$ cat src/inc/e1_status_pkg.sv
// ==========================================================================
// register map and field layout
// ==========================================================================
package e1_status_pkg;
   localparam int NUM_PORTS = 4;
   localparam int ADDR_W = 5;
   localparam int DATA_W = 8;
   localparam int CNT_W = 6;

   localparam logic [4:0] ADDR_RX_INFO = 5'h08;
   localparam logic [4:0] ADDR_SYNC_STATE = 5'h09;
   localparam logic [4:0] ADDR_STATUS_ONE = 5'h0A;
   localparam logic [4:0] ADDR_STATUS_TWO = 5'h0B;
   localparam logic [4:0] ADDR_SUMMARY_LO = 5'h0C;
   localparam logic [4:0] ADDR_SUMMARY_HI = 5'h0E;
   localparam logic [4:0] ADDR_MASK_ONE = 5'h18;
   localparam logic [4:0] ADDR_MASK_TWO = 5'h19;

   // latched register slots
   localparam logic [1:0] SLOT_ONE = 2'h0;
   localparam logic [1:0] SLOT_TWO = 2'h1;
   localparam logic [1:0] SLOT_INFO = 2'h2;
   localparam logic [1:0] SLOT_NONE = 2'h3;

   // status_reg_one: bits 3..0 alarms, 7..5 once-only, 4 slip
   localparam logic [7:0] ALARM_MASK_ONE = 8'h0F;
   localparam logic [7:0] ONCE_MASK_ONE = 8'hE0;
   // status_reg_two: tx_clock_loss bit 2, prbs_detect bit 0
   localparam logic [7:0] ONCE_MASK_TWO = 8'h05;
   localparam logic [7:0] INFO_USED = 8'h3F;

   localparam logic [7:0] RESET_BYTE = 8'h00;
   localparam logic [5:0] CNT_RESET = 6'h00;
   localparam logic [5:0] CNT_ONE = 6'h01;
endpackage : e1_status_pkg

$ cat src/rtl/crc4_sync_counter.sv
`timescale 1ns/1ps
module crc4_sync_counter
   import e1_status_pkg::*;
(
   // clock and reset
   input wire logic core_clk,
   input wire logic rst_n,
   // synchronizer events
   input wire logic search_timeout,
   input wire logic crc4_synced,
   input wire logic crc4_mode_en,
   // count
   output logic [CNT_W-1:0] count_q
);
   logic [CNT_W-1:0] count_d;

   // ========================================================================
   // counter
   // ========================================================================
   always_comb
   begin
      count_d = count_q;
      if (crc4_synced || !crc4_mode_en)
      begin
         count_d = CNT_RESET;
      end
      else if (search_timeout)
      begin
         count_d = CNT_W'(count_q + CNT_ONE);
      end
   end

   always_ff @(posedge core_clk or negedge rst_n)
   begin
      if (!rst_n)
      begin
         count_q <= CNT_RESET;
      end
      else
      begin
         count_q <= count_d;
      end
   end
endmodule : crc4_sync_counter

$ cat src/rtl/e1_status_interrupt_logic.sv
`timescale 1ns/1ps
module e1_status_interrupt_logic
   import e1_status_pkg::*;
(
   // clock and reset
   input wire logic core_clk,
   input wire logic rst_n,
   // register port
   input wire logic [1:0] reg_port,
   input wire logic [ADDR_W-1:0] reg_addr,
   input wire logic reg_wr,
   input wire logic reg_rd,
   input wire logic [DATA_W-1:0] reg_wdata,
   output logic [DATA_W-1:0] reg_rdata_q,
   output logic reg_rvalid_q,
   // status_reg_one sources
   input wire logic [NUM_PORTS-1:0] rx_sig_all_ones,
   input wire logic [NUM_PORTS-1:0] rx_distant_mf_alarm,
   input wire logic [NUM_PORTS-1:0] rx_sig_all_zeros,
   input wire logic [NUM_PORTS-1:0] slip,
   input wire logic [NUM_PORTS-1:0] rx_unframed_ones,
   input wire logic [NUM_PORTS-1:0] rx_remote_alarm,
   input wire logic [NUM_PORTS-1:0] rx_carrier_loss,
   input wire logic [NUM_PORTS-1:0] rx_sync_loss,
   // status_reg_two sources
   input wire logic [NUM_PORTS-1:0] rx_cas_multiframe,
   input wire logic [NUM_PORTS-1:0] rx_align_frame,
   input wire logic [NUM_PORTS-1:0] tx_multiframe,
   input wire logic [NUM_PORTS-1:0] one_second_tick,
   input wire logic [NUM_PORTS-1:0] tx_align_frame,
   input wire logic [NUM_PORTS-1:0] tx_clock_loss,
   input wire logic [NUM_PORTS-1:0] rx_crc4_multiframe,
   input wire logic [NUM_PORTS-1:0] prbs_detect,
   // rx_info_reg sources
   input wire logic [NUM_PORTS-1:0] jitter_limit_trip,
   input wire logic [NUM_PORTS-1:0] elastic_full,
   input wire logic [NUM_PORTS-1:0] elastic_empty,
   input wire logic [NUM_PORTS-1:0] crc4_resync_met,
   input wire logic [NUM_PORTS-1:0] frame_align_resync_met,
   input wire logic [NUM_PORTS-1:0] cas_mf_resync_met,
   // synchronizer state
   input wire logic [NUM_PORTS-1:0] frame_align_search_active,
   input wire logic [NUM_PORTS-1:0] cas_mf_search_active,
   input wire logic [NUM_PORTS-1:0] crc4_mf_search_active,
   input wire logic [NUM_PORTS-1:0] crc4_search_timeout,
   input wire logic [NUM_PORTS-1:0] crc4_synced,
   input wire logic [NUM_PORTS-1:0] crc4_mode_en,
   // interrupt
   output logic int_n_q
);
   // ========================================================================
   // helpers
   // ========================================================================
   function automatic logic [1:0] slot_of(input logic [ADDR_W-1:0] a);
      logic [1:0] s;
      s = SLOT_NONE;
      if (a == ADDR_STATUS_ONE) s = SLOT_ONE;
      if (a == ADDR_STATUS_TWO) s = SLOT_TWO;
      if (a == ADDR_RX_INFO) s = SLOT_INFO;
      return s;
   endfunction : slot_of

   // bits that become set in the live latch this cycle
   function automatic logic [7:0] latch_set(input logic [7:0] lvl,
      input logic [7:0] prev, input logic [7:0] pulse,
      input logic [7:0] once, input logic [7:0] alarm);
      return (lvl & ~prev & once) | pulse | (lvl & alarm);
   endfunction : latch_set

   // bits that raise a pending interrupt this cycle
   function automatic logic [7:0] pend_set(input logic [7:0] lvl,
      input logic [7:0] prev, input logic [7:0] pulse,
      input logic [7:0] once, input logic [7:0] alarm);
      return (lvl & ~prev & once) | pulse | ((lvl ^ prev) & alarm);
   endfunction : pend_set

   // ========================================================================
   // state
   // ========================================================================
   logic [7:0] latch_q [NUM_PORTS][3];
   logic [7:0] latch_d [NUM_PORTS][3];
   logic [7:0] copy_q [NUM_PORTS][3];
   logic [7:0] copy_d [NUM_PORTS][3];
   logic [7:0] sel_q [NUM_PORTS][3];
   logic [7:0] sel_d [NUM_PORTS][3];
   logic [7:0] pend_q [NUM_PORTS][2];
   logic [7:0] pend_d [NUM_PORTS][2];
   logic [7:0] prev_q [NUM_PORTS][2];
   logic [7:0] prev_d [NUM_PORTS][2];
   logic [7:0] mask_q [NUM_PORTS][2];
   logic [7:0] mask_d [NUM_PORTS][2];
   logic [7:0] lvl_c [NUM_PORTS][2];
   logic [7:0] pulse_c [NUM_PORTS][3];
   logic [7:0] summary_c;
   logic [CNT_W-1:0] sync_cnt [NUM_PORTS];
   logic [7:0] sync_state_c [NUM_PORTS];
   logic [1:0] slot_c;
   logic [DATA_W-1:0] rdata_d;
   logic rvalid_d;
   logic int_n_d;

   // ========================================================================
   // source vectors
   // ========================================================================
   always_comb
   begin
      for (int p = 0; p < NUM_PORTS; p++)
      begin
         lvl_c[p][0] = {rx_sig_all_ones[p], rx_distant_mf_alarm[p],
            rx_sig_all_zeros[p], 1'b0, rx_unframed_ones[p],
            rx_remote_alarm[p], rx_carrier_loss[p], rx_sync_loss[p]};
         pulse_c[p][0] = {3'b000, slip[p], 4'h0};
         lvl_c[p][1] = {5'h00, tx_clock_loss[p], 1'b0, prbs_detect[p]};
         pulse_c[p][1] = {rx_cas_multiframe[p], rx_align_frame[p],
            tx_multiframe[p], one_second_tick[p], tx_align_frame[p],
            1'b0, rx_crc4_multiframe[p], 1'b0};
         // info bits 7 and 6 unused
         pulse_c[p][2] = {2'b00, jitter_limit_trip[p],
            elastic_full[p], elastic_empty[p],
            crc4_resync_met[p],
            frame_align_resync_met[p],
            cas_mf_resync_met[p]} & INFO_USED;
         sync_state_c[p] = {sync_cnt[p][5:2], sync_cnt[p][0],
            frame_align_search_active[p], cas_mf_search_active[p],
            crc4_mf_search_active[p]};
      end
   end

   // ========================================================================
   // crc4 sync counters
   // ========================================================================
   for (genvar g = 0; g < NUM_PORTS; g++)
   begin : g_cnt
      crc4_sync_counter u_cnt (
         .core_clk(core_clk),
         .rst_n(rst_n),
         .search_timeout(crc4_search_timeout[g]),
         .crc4_synced(crc4_synced[g]),
         .crc4_mode_en(crc4_mode_en[g]),
         .count_q(sync_cnt[g])
      );
   end

   // ========================================================================
   // latched registers, pending interrupts and masks
   // ========================================================================
   always_comb
   begin
      logic [7:0] lset;
      logic [7:0] clr;
      logic hit;
      lset = RESET_BYTE;
      clr = RESET_BYTE;
      hit = 1'b0;
      slot_c = slot_of(reg_addr);
      for (int p = 0; p < NUM_PORTS; p++)
      begin
         for (int r = 0; r < 3; r++)
         begin
            hit = (reg_port == 2'(p)) && (slot_c == 2'(r));
            if (r < 2)
            begin
               lset = latch_set(lvl_c[p][r], prev_q[p][r], pulse_c[p][r],
                  (r == 0) ? ONCE_MASK_ONE : ONCE_MASK_TWO,
                  (r == 0) ? ALARM_MASK_ONE : RESET_BYTE);
            end
            else
            begin
               lset = pulse_c[p][r];
            end
            // a read clears the bits the mask write captured as set
            clr = (hit && reg_rd) ? (sel_q[p][r] & copy_q[p][r]) : RESET_BYTE;
            latch_d[p][r] = (latch_q[p][r] & ~clr) | lset;
            copy_d[p][r] = copy_q[p][r];
            sel_d[p][r] = sel_q[p][r];
            if (hit && reg_wr)
            begin
               copy_d[p][r] = (copy_q[p][r] & ~reg_wdata)
                  | (latch_q[p][r] & reg_wdata);
               sel_d[p][r] = reg_wdata;
            end
            if (r < 2)
            begin
               clr = (hit && reg_rd) ? sel_q[p][r] : RESET_BYTE;
               pend_d[p][r] = (pend_q[p][r] & ~clr)
                  | pend_set(lvl_c[p][r], prev_q[p][r], pulse_c[p][r],
                     (r == 0) ? ONCE_MASK_ONE : ONCE_MASK_TWO,
                     (r == 0) ? ALARM_MASK_ONE : RESET_BYTE);
               prev_d[p][r] = lvl_c[p][r];
               mask_d[p][r] = mask_q[p][r];
               if (reg_wr && reg_port == 2'(p)
                  && reg_addr == ((r == 0) ? ADDR_MASK_ONE : ADDR_MASK_TWO))
               begin
                  mask_d[p][r] = reg_wdata;
               end
            end
         end
      end
   end

   always_ff @(posedge core_clk or negedge rst_n)
   begin
      if (!rst_n)
      begin
         for (int p = 0; p < NUM_PORTS; p++)
         begin
            for (int r = 0; r < 3; r++)
            begin
               latch_q[p][r] <= RESET_BYTE;
               copy_q[p][r] <= RESET_BYTE;
               sel_q[p][r] <= RESET_BYTE;
            end
            for (int r = 0; r < 2; r++)
            begin
               pend_q[p][r] <= RESET_BYTE;
               prev_q[p][r] <= RESET_BYTE;
               mask_q[p][r] <= RESET_BYTE;
            end
         end
      end
      else
      begin
         latch_q <= latch_d;
         copy_q <= copy_d;
         sel_q <= sel_d;
         pend_q <= pend_d;
         prev_q <= prev_d;
         mask_q <= mask_d;
      end
   end

   // ========================================================================
   // summary, read data and interrupt pin
   // ========================================================================
   always_comb
   begin
      for (int p = 0; p < NUM_PORTS; p++)
      begin
         summary_c[2*p] = |(pend_q[p][0] & mask_q[p][0]);
         summary_c[2*p+1] = |(pend_q[p][1] & mask_q[p][1]);
      end
      int_n_d = ~|summary_c;
      rvalid_d = reg_rd;
      rdata_d = RESET_BYTE;
      if (reg_rd)
      begin
         if (slot_c != SLOT_NONE)
         begin
            rdata_d = copy_q[reg_port][slot_c];
         end
         else if (reg_addr == ADDR_SYNC_STATE)
         begin
            rdata_d = sync_state_c[reg_port];
         end
         else if (reg_addr >= ADDR_SUMMARY_LO && reg_addr <= ADDR_SUMMARY_HI)
         begin
            rdata_d = summary_c;
         end
         else if (reg_addr == ADDR_MASK_ONE)
         begin
            rdata_d = mask_q[reg_port][0];
         end
         else if (reg_addr == ADDR_MASK_TWO)
         begin
            rdata_d = mask_q[reg_port][1];
         end
      end
   end

   always_ff @(posedge core_clk or negedge rst_n)
   begin
      if (!rst_n)
      begin
         reg_rdata_q <= RESET_BYTE;
         reg_rvalid_q <= 1'b0;
         int_n_q <= 1'b1;
      end
      else
      begin
         reg_rdata_q <= rdata_d;
         reg_rvalid_q <= rvalid_d;
         int_n_q <= int_n_d;
      end
   end
endmodule : e1_status_interrupt_logic

$ cat config.mk
export PLATFORM = sky130hd
export DESIGN_NAME = e1_status_interrupt_logic
export DESIGN_NICKNAME = d
export VERILOG_FILES = /design/src/inc/e1_status_pkg.sv /design/src/rtl/crc4_sync_counter.sv /design/src/rtl/e1_status_interrupt_logic.sv
export SDC_FILE = /design/constraint.sdc
export NUM_CORES = 1
export LEC_CHECK = 0
export BUFFER_PORTS_ARGS = -buffer_cell sky130_fd_sc_hd__buf_2
export CAP_MARGIN = 30
export CORE_ASPECT_RATIO = 1.1
export CORE_MARGIN = 1
export CORE_UTILIZATION = 55
export CTS_CLUSTER_DIAMETER = 100
export DETAILED_ROUTE_END_ITERATION = 10
export PLACE_DENSITY = 0.74
export SYNTH_ARGS = -nofsm -noshare
export SYNTH_HDL_FRONTEND = slang
export SYNTH_SLANG_ARGS = --single-unit
$ cat constraint.sdc
create_clock -name core_clk -period 2 [get_ports core_clk]
set_clock_uncertainty 0.1 [all_clocks]
set_input_delay 0.4 -clock core_clk [delete_from_list [all_inputs] [get_ports core_clk]]
set_output_delay 0.4 -clock core_clk [all_outputs]
set_load 0.1 [all_outputs]
### Word level (Yosys, flattened, before mapping)

Cells that the tools add are included.
Widths: inputs -> output; s select.

| storage, ports and cells | value |
|---|---|
| word-level logic and storage cells | 364 |
| flip-flop bits (word level) | 486 |

| operators by class | value |
|---|---|
| bitwise operators | 155 |
| reduce and logical (&&, ||, !) cells | 73 |
| eq/ne operators | 12 |
| add/sub/neg operators | 4 |
| magnitude comparators | 4 |
| multiplexer cells | 49 |

Operators with widths:

| operator | number |
|---|---|
| $and 8x8->8 | 68 |
| $mux 8 | 30 |
| $or 8x8->8 | 28 |
| $not 8->8 | 25 |
| $or 8x4->8 | 8 |
| $reduce_or 64->1 | 1 |
| $reduce_or 8->1 | 8 |
| $logic_and 1x1->1 | 49 |
| $bmux 24 s2 | 1 |
| $mux 24 | 2 |
| $mux 6 | 8 |
| $bmux 16 s2 | 1 |
| $bmux 8 s2 | 2 |
| $mux 16 | 2 |
| $or 3x8->8 | 4 |
| $or 8x5->8 | 4 |
| $or 8x6->8 | 4 |
| $add 6x1->6 const B | 4 |
| $eq 5x4->1 const B | 4 |
| $xor 4x4->4 | 4 |
| $and 3x3->3 | 4 |
| $not 3->3 | 4 |
| $eq 5x5->1 const B | 2 |
| $reduce_bool 2->1 | 4 |
| 11 further kinds | 26 |

### Longest topological paths before layout

| depth | value |
|---|---|
| depth in word-level cells | 11 |
| gate-level depth with buffers | 8 |

### Modules after synthesis

From an unflattened synthesis, not the netlist that was laid out.

| unflattened totals | value |
|---|---|
| cell total of the unflattened synthesis | 1657 |
| area total of the unflattened synthesis | 20546.0 um^2 |

By module, submodules not included:

| module | sequential area each (um^2) | instances | area each (um^2) | cells each |
|---|---|---|---|---|
| e1_status_interrupt_logic | 11562.3 | 1 | 19444.9 | 1557 |
| crc4_sync_counter | 150.1 | 4 | 275.3 | 25 |

### Worst setup path after synthesis

OpenSTA, ideal clock, no wires.

| timing | value |
|---|---|
| path kind | input-to-reg |
| start point | input reg_addr[0] |
| end point | register with a tool-made name |
| arrival | 1939 ps |
| setup slack | -164 ps |
| required time | 1775 ps |
| path buffers | 3 |
| cell stages on the path | 7 |
| cell sequence | buf_6 -> or4b_1 -> buf_6 -> nor3_4 -> buf_6 -> nand2_2 -> mux2_4 |

RTL lines:

| element | RTL line | RTL |
|---|---|---|
| from (decl) | e1_status_interrupt_logic.sv:10 | `input wire logic [ADDR_W-1:0] reg_addr,` |

### Worst setup path after layout

| timing | value |
|---|---|
| start point | register reg_rdata_q[3] |
| end point | output reg_rdata_q[3] |

RTL lines:

| element | RTL line | RTL |
|---|---|---|
| from (decl) | e1_status_interrupt_logic.sv:14 | `output logic [DATA_W-1:0] reg_rdata_q,` |
| from (signal assigned) | e1_status_interrupt_logic.sv:280 | `reg_rdata_q <= rdata_d;` |

No word-level cell between the ends.

==> results by group <==
Critical path
  – Worst EP required: 1.50 ns
  – Crit path arrival time: 1.47 ns
  – Peak per-stage delay on the critical path: 0.46 ns
  – Crit Path Class: reg -> out
  – Critical Path Fanout Max: 1
  – CP bufs+invs: 1
  – CP max-delay cell: buf_2
  – CP top delay family: buffers and inverters
  – R2R Setup Slk: 0.04 ns
  – Worst-path cell chain: buf_2
  – CP endpoint kind: output pin
  – Critical Path Start Type: flip-flop

Job
  – Max_cap viols: 0

Global routing
  – GRT Util Overall: 0.308
  – Vias in the first global route: 15400
  – Initial antenna violation count: 2
  – GR Overflow Total: 0
  – Largest net degree at the start of global routing: 93
  – First-pass GRT wire length: 87000 um

Drt
  – Vias per cell: 5.86
  – Vias: 14700
  – Iteration-0 DRC Markers: 1267
  – Routed WL per cell: 22.1 um
  – Final wirelength: 55200 um
  – DRC: 0
  – 1st-pass router iterations: 5
  – Post-route ant nets: 0

STA
  – Max-slew headroom: 0.655
  – Least-Margin Pin Slew: 0.518 ns
  – Fmax: 0.508 GHz
  – Tmin final: 1.97 ns
  – Final period utilization: 0.984
  – Setup TNS: 0 ns
  – Final slew viol count: 0
  – Final number of setup-violating endpoints: 0
  – Final hold violations: 0
  – RSZ-0062 raised after global routing: no

Yosys
  – Post-synth EDFFs: 0
  – Yosys cell types: 54
  – Main combinational cell family by area after synthesis: multiplexers
  – Async set or reset register ratio after synthesis: 1.00
  – Sequential share of the synthesized area: 0.594
  – Post-Syn Instances: 1637
  – Main synth FF type: dfrtp_1
  – Cell Area, Synth: 20500 um2
  – Synth Area in XOR/XNOR: 0.0137
  – Synth Warn #: 0
  – Post-synthesis mux area share: 0.148
  – Synth Net Count: 1772
  – Number of synthesized register bits: 486
  – Synth Area in Adders: 0.00244
  – Synth Area in Compound Gates: 0.103
  – Post-Synth Simple-Gate Area: 0.107
  – Syn avg cell area: 12.5 um2

Place
  – Cell area after placement: 22800 um2
  – Final Wtd Congestion: 0.938
  – I/O Buffers: 140
  – Detail Placement HPWL: 38400 um

Power
  – Power Density: 890 nW/um2
  – Worst vdd ir: 992 uV
  – Leakage: 11.3 nW

Final layout
  – Final #Nets: 2109
  – Area occupied by registers: 12200 um2
  – Final instance area: 25500 um2
  – Fillers: 2487
  – Multi-input logic area: 7710 um2
  – Layout cell share with drive strength beyond 1: 0.296
  – P&R area growth vs syn: 24.4%

Clock network
  – Clock Path Buffers: 3
  – Depth of the CTS H-tree: 2
  – TritonCTS clock tree: yes
  – Cts bufs inserted: 48
  – CTS clk-pin slew, worst paths: 0.06 ns
  – Clock sink total: 486
  – Clock Tree Root: clkbuf_16
  – Clk Latency, worst-skew pair: 0.59 ns
  – Setup Buffers After CTS: 0

Die
  – Die height: 204 um
  – Ports: 141
  – Row count: 73
  – Total core area: 36400 um2
  – Die ar.: 38000 um2
  – Die X: 186 um
  – Initial core utilization: 0.562

Hold path
  – HP Class: in -> reg

Status
  – Status: complete, no violations
==> power breakdown <==
part / leakage (nW) / internal (mW) / switching (mW)
combinational: 4.91 / 0.981 / 1.10
clock: 0.856 / 5.90 / 3.80
sequential: 5.50 / 10.4 / 0.504
total: 11.3 / 17.3 / 5.41
==> synthesized netlist by cell type (5+ instances only) <==
cell,instances,area [um2]
dfrtp_1,485,12100
nand2_1,224,841
mux2_2,159,1790
a21o_1,152,1140
nand3_1,92,460
inv_1,81,304
o21ai_0,76,380
mux4_2,48,1080
a22oi_1,38,285
xor2_1,28,245
buf_2,24,120
nor2_1,24,90.1
clkbuf_1,23,86.3
nor2b_1,20,125
nand4_1,16,100
a31oi_1,14,87.6
nor3_2,11,110
buf_6,9,101
mux2_4,8,120
nand2_2,8,50.1
a21oi_1,6,30.0
nand2b_1,6,37.5
nor3_1,6,30.0
o221ai_1,6,52.6
buf_4,5,37.5
nor3_4,5,81.3
o22a_1,5,43.8
or3_1,5,31.3
==> through the flow <==
stage               cells  power (mW)  utilization  worst slack [ns]  hold WS [ns]
finish               2501        22.7        0.699            0.0324        0.0471
detailed placement   2321        13.0        0.627            -0.314         0.169
CTS                  2500        22.8        0.699            0.0286        0.0275
global placement     2321        12.9        0.627            -0.253         0.170
floorplan            1637        11.9            -            -0.160       0.00441
global route         2500        23.4        0.699            0.0202        0.0754
==> routing by layer <==
metal / part of all wire / global-route usage
met1: 0.42 / 0.425
met3: 0.068 / 0.0558
met4: 0.039 / 0.131
met2: 0.47 / 0.482
met5: 0.00024 / 0
==> final timing paths <==
| path | to | cells past startpoint | from |
|---|---|---|---|
| max | reg_rdata_q[3] | 1 | reg_rdata_q[3] |
| min | g_cnt[2].u_cnt.count_q[0] | 3 | crc4_search_timeout[2] |
| max reg2reg | int_n_q | 4 | mask_q[44] |
| min reg2reg | latch_q[79] | 1 | sel_q[79] |
| max in group asynchronous | async pin | 3 | rst_n |
| min in group asynchronous | latch_q[29] | 2 | rst_n |
==> worst min-delay path, delay by kind of cell <==
kind / cells / cell delay (ns)
xor+xnor: 1 / 0.07
simple gates: 1 / 0.07
buf+inv: 1 / 0.14
==> repair_timing <==
action,in CTS,in global routing
endpoints found under the setup margin,1,0
hold buffers,90,0
endpoints found under the hold margin,475,0
gates resized for setup,1,0
==> cells in the final DEF (no fill, tap or decap), types with 6 or more instances in the layout <==
cell           instances
nand4_1               16
dlygate4sd3_1         90
nor3_2                12
xor2_1                28
nand3_1               92
buf_2                137
a22oi_1               38
nand2b_1               6
mux2_2               159
nor2_1                24
a21o_1               152
clkbuf_8              17
inv_1                 81
clkbuf_1               7
nor3_4                 7
o221ai_1               6
clkinv_2               6
nor2b_1               20
a21oi_1                6
mux4_2                48
buf_4                 85
nand2_1              224
bufinv_16              6
o21ai_0               76
nand2_2                8
dfrtp_1              485
a31oi_1               14
clkbuf_16             49
buf_12                36
mux2_4                 8
==> cell families (layout without fill, tap and decap cells) <==
logic type | count (synthesis) | count (layout)
other | 0 | 1
AND/OR/NAND/NOR | 445 | 445
buffers and inverters | 143 | 519
flip-flops | 486 | 486
adder cells (fa/ha/maj) | 4 | 4
XOR/XNOR | 32 | 32
multiplexers | 219 | 219
AO/OA/AOI/OAI | 308 | 308
==> layout make-up <==
| class | instances | share of cell area |
|---|---|---|
| antenna | 1 | 0.0000982 |
| timing repair buffer | 349 | 0.116 |
| clock inverter | 16 | 0.00958 |
| clock buffer | 73 | 0.0583 |
| tap | 487 | 0.0239 |
| multi-input combinational | 1008 | 0.302 |
| sequential | 486 | 0.477 |
| inverter | 81 | 0.0119 |
(Power assumes the default switching activity.)
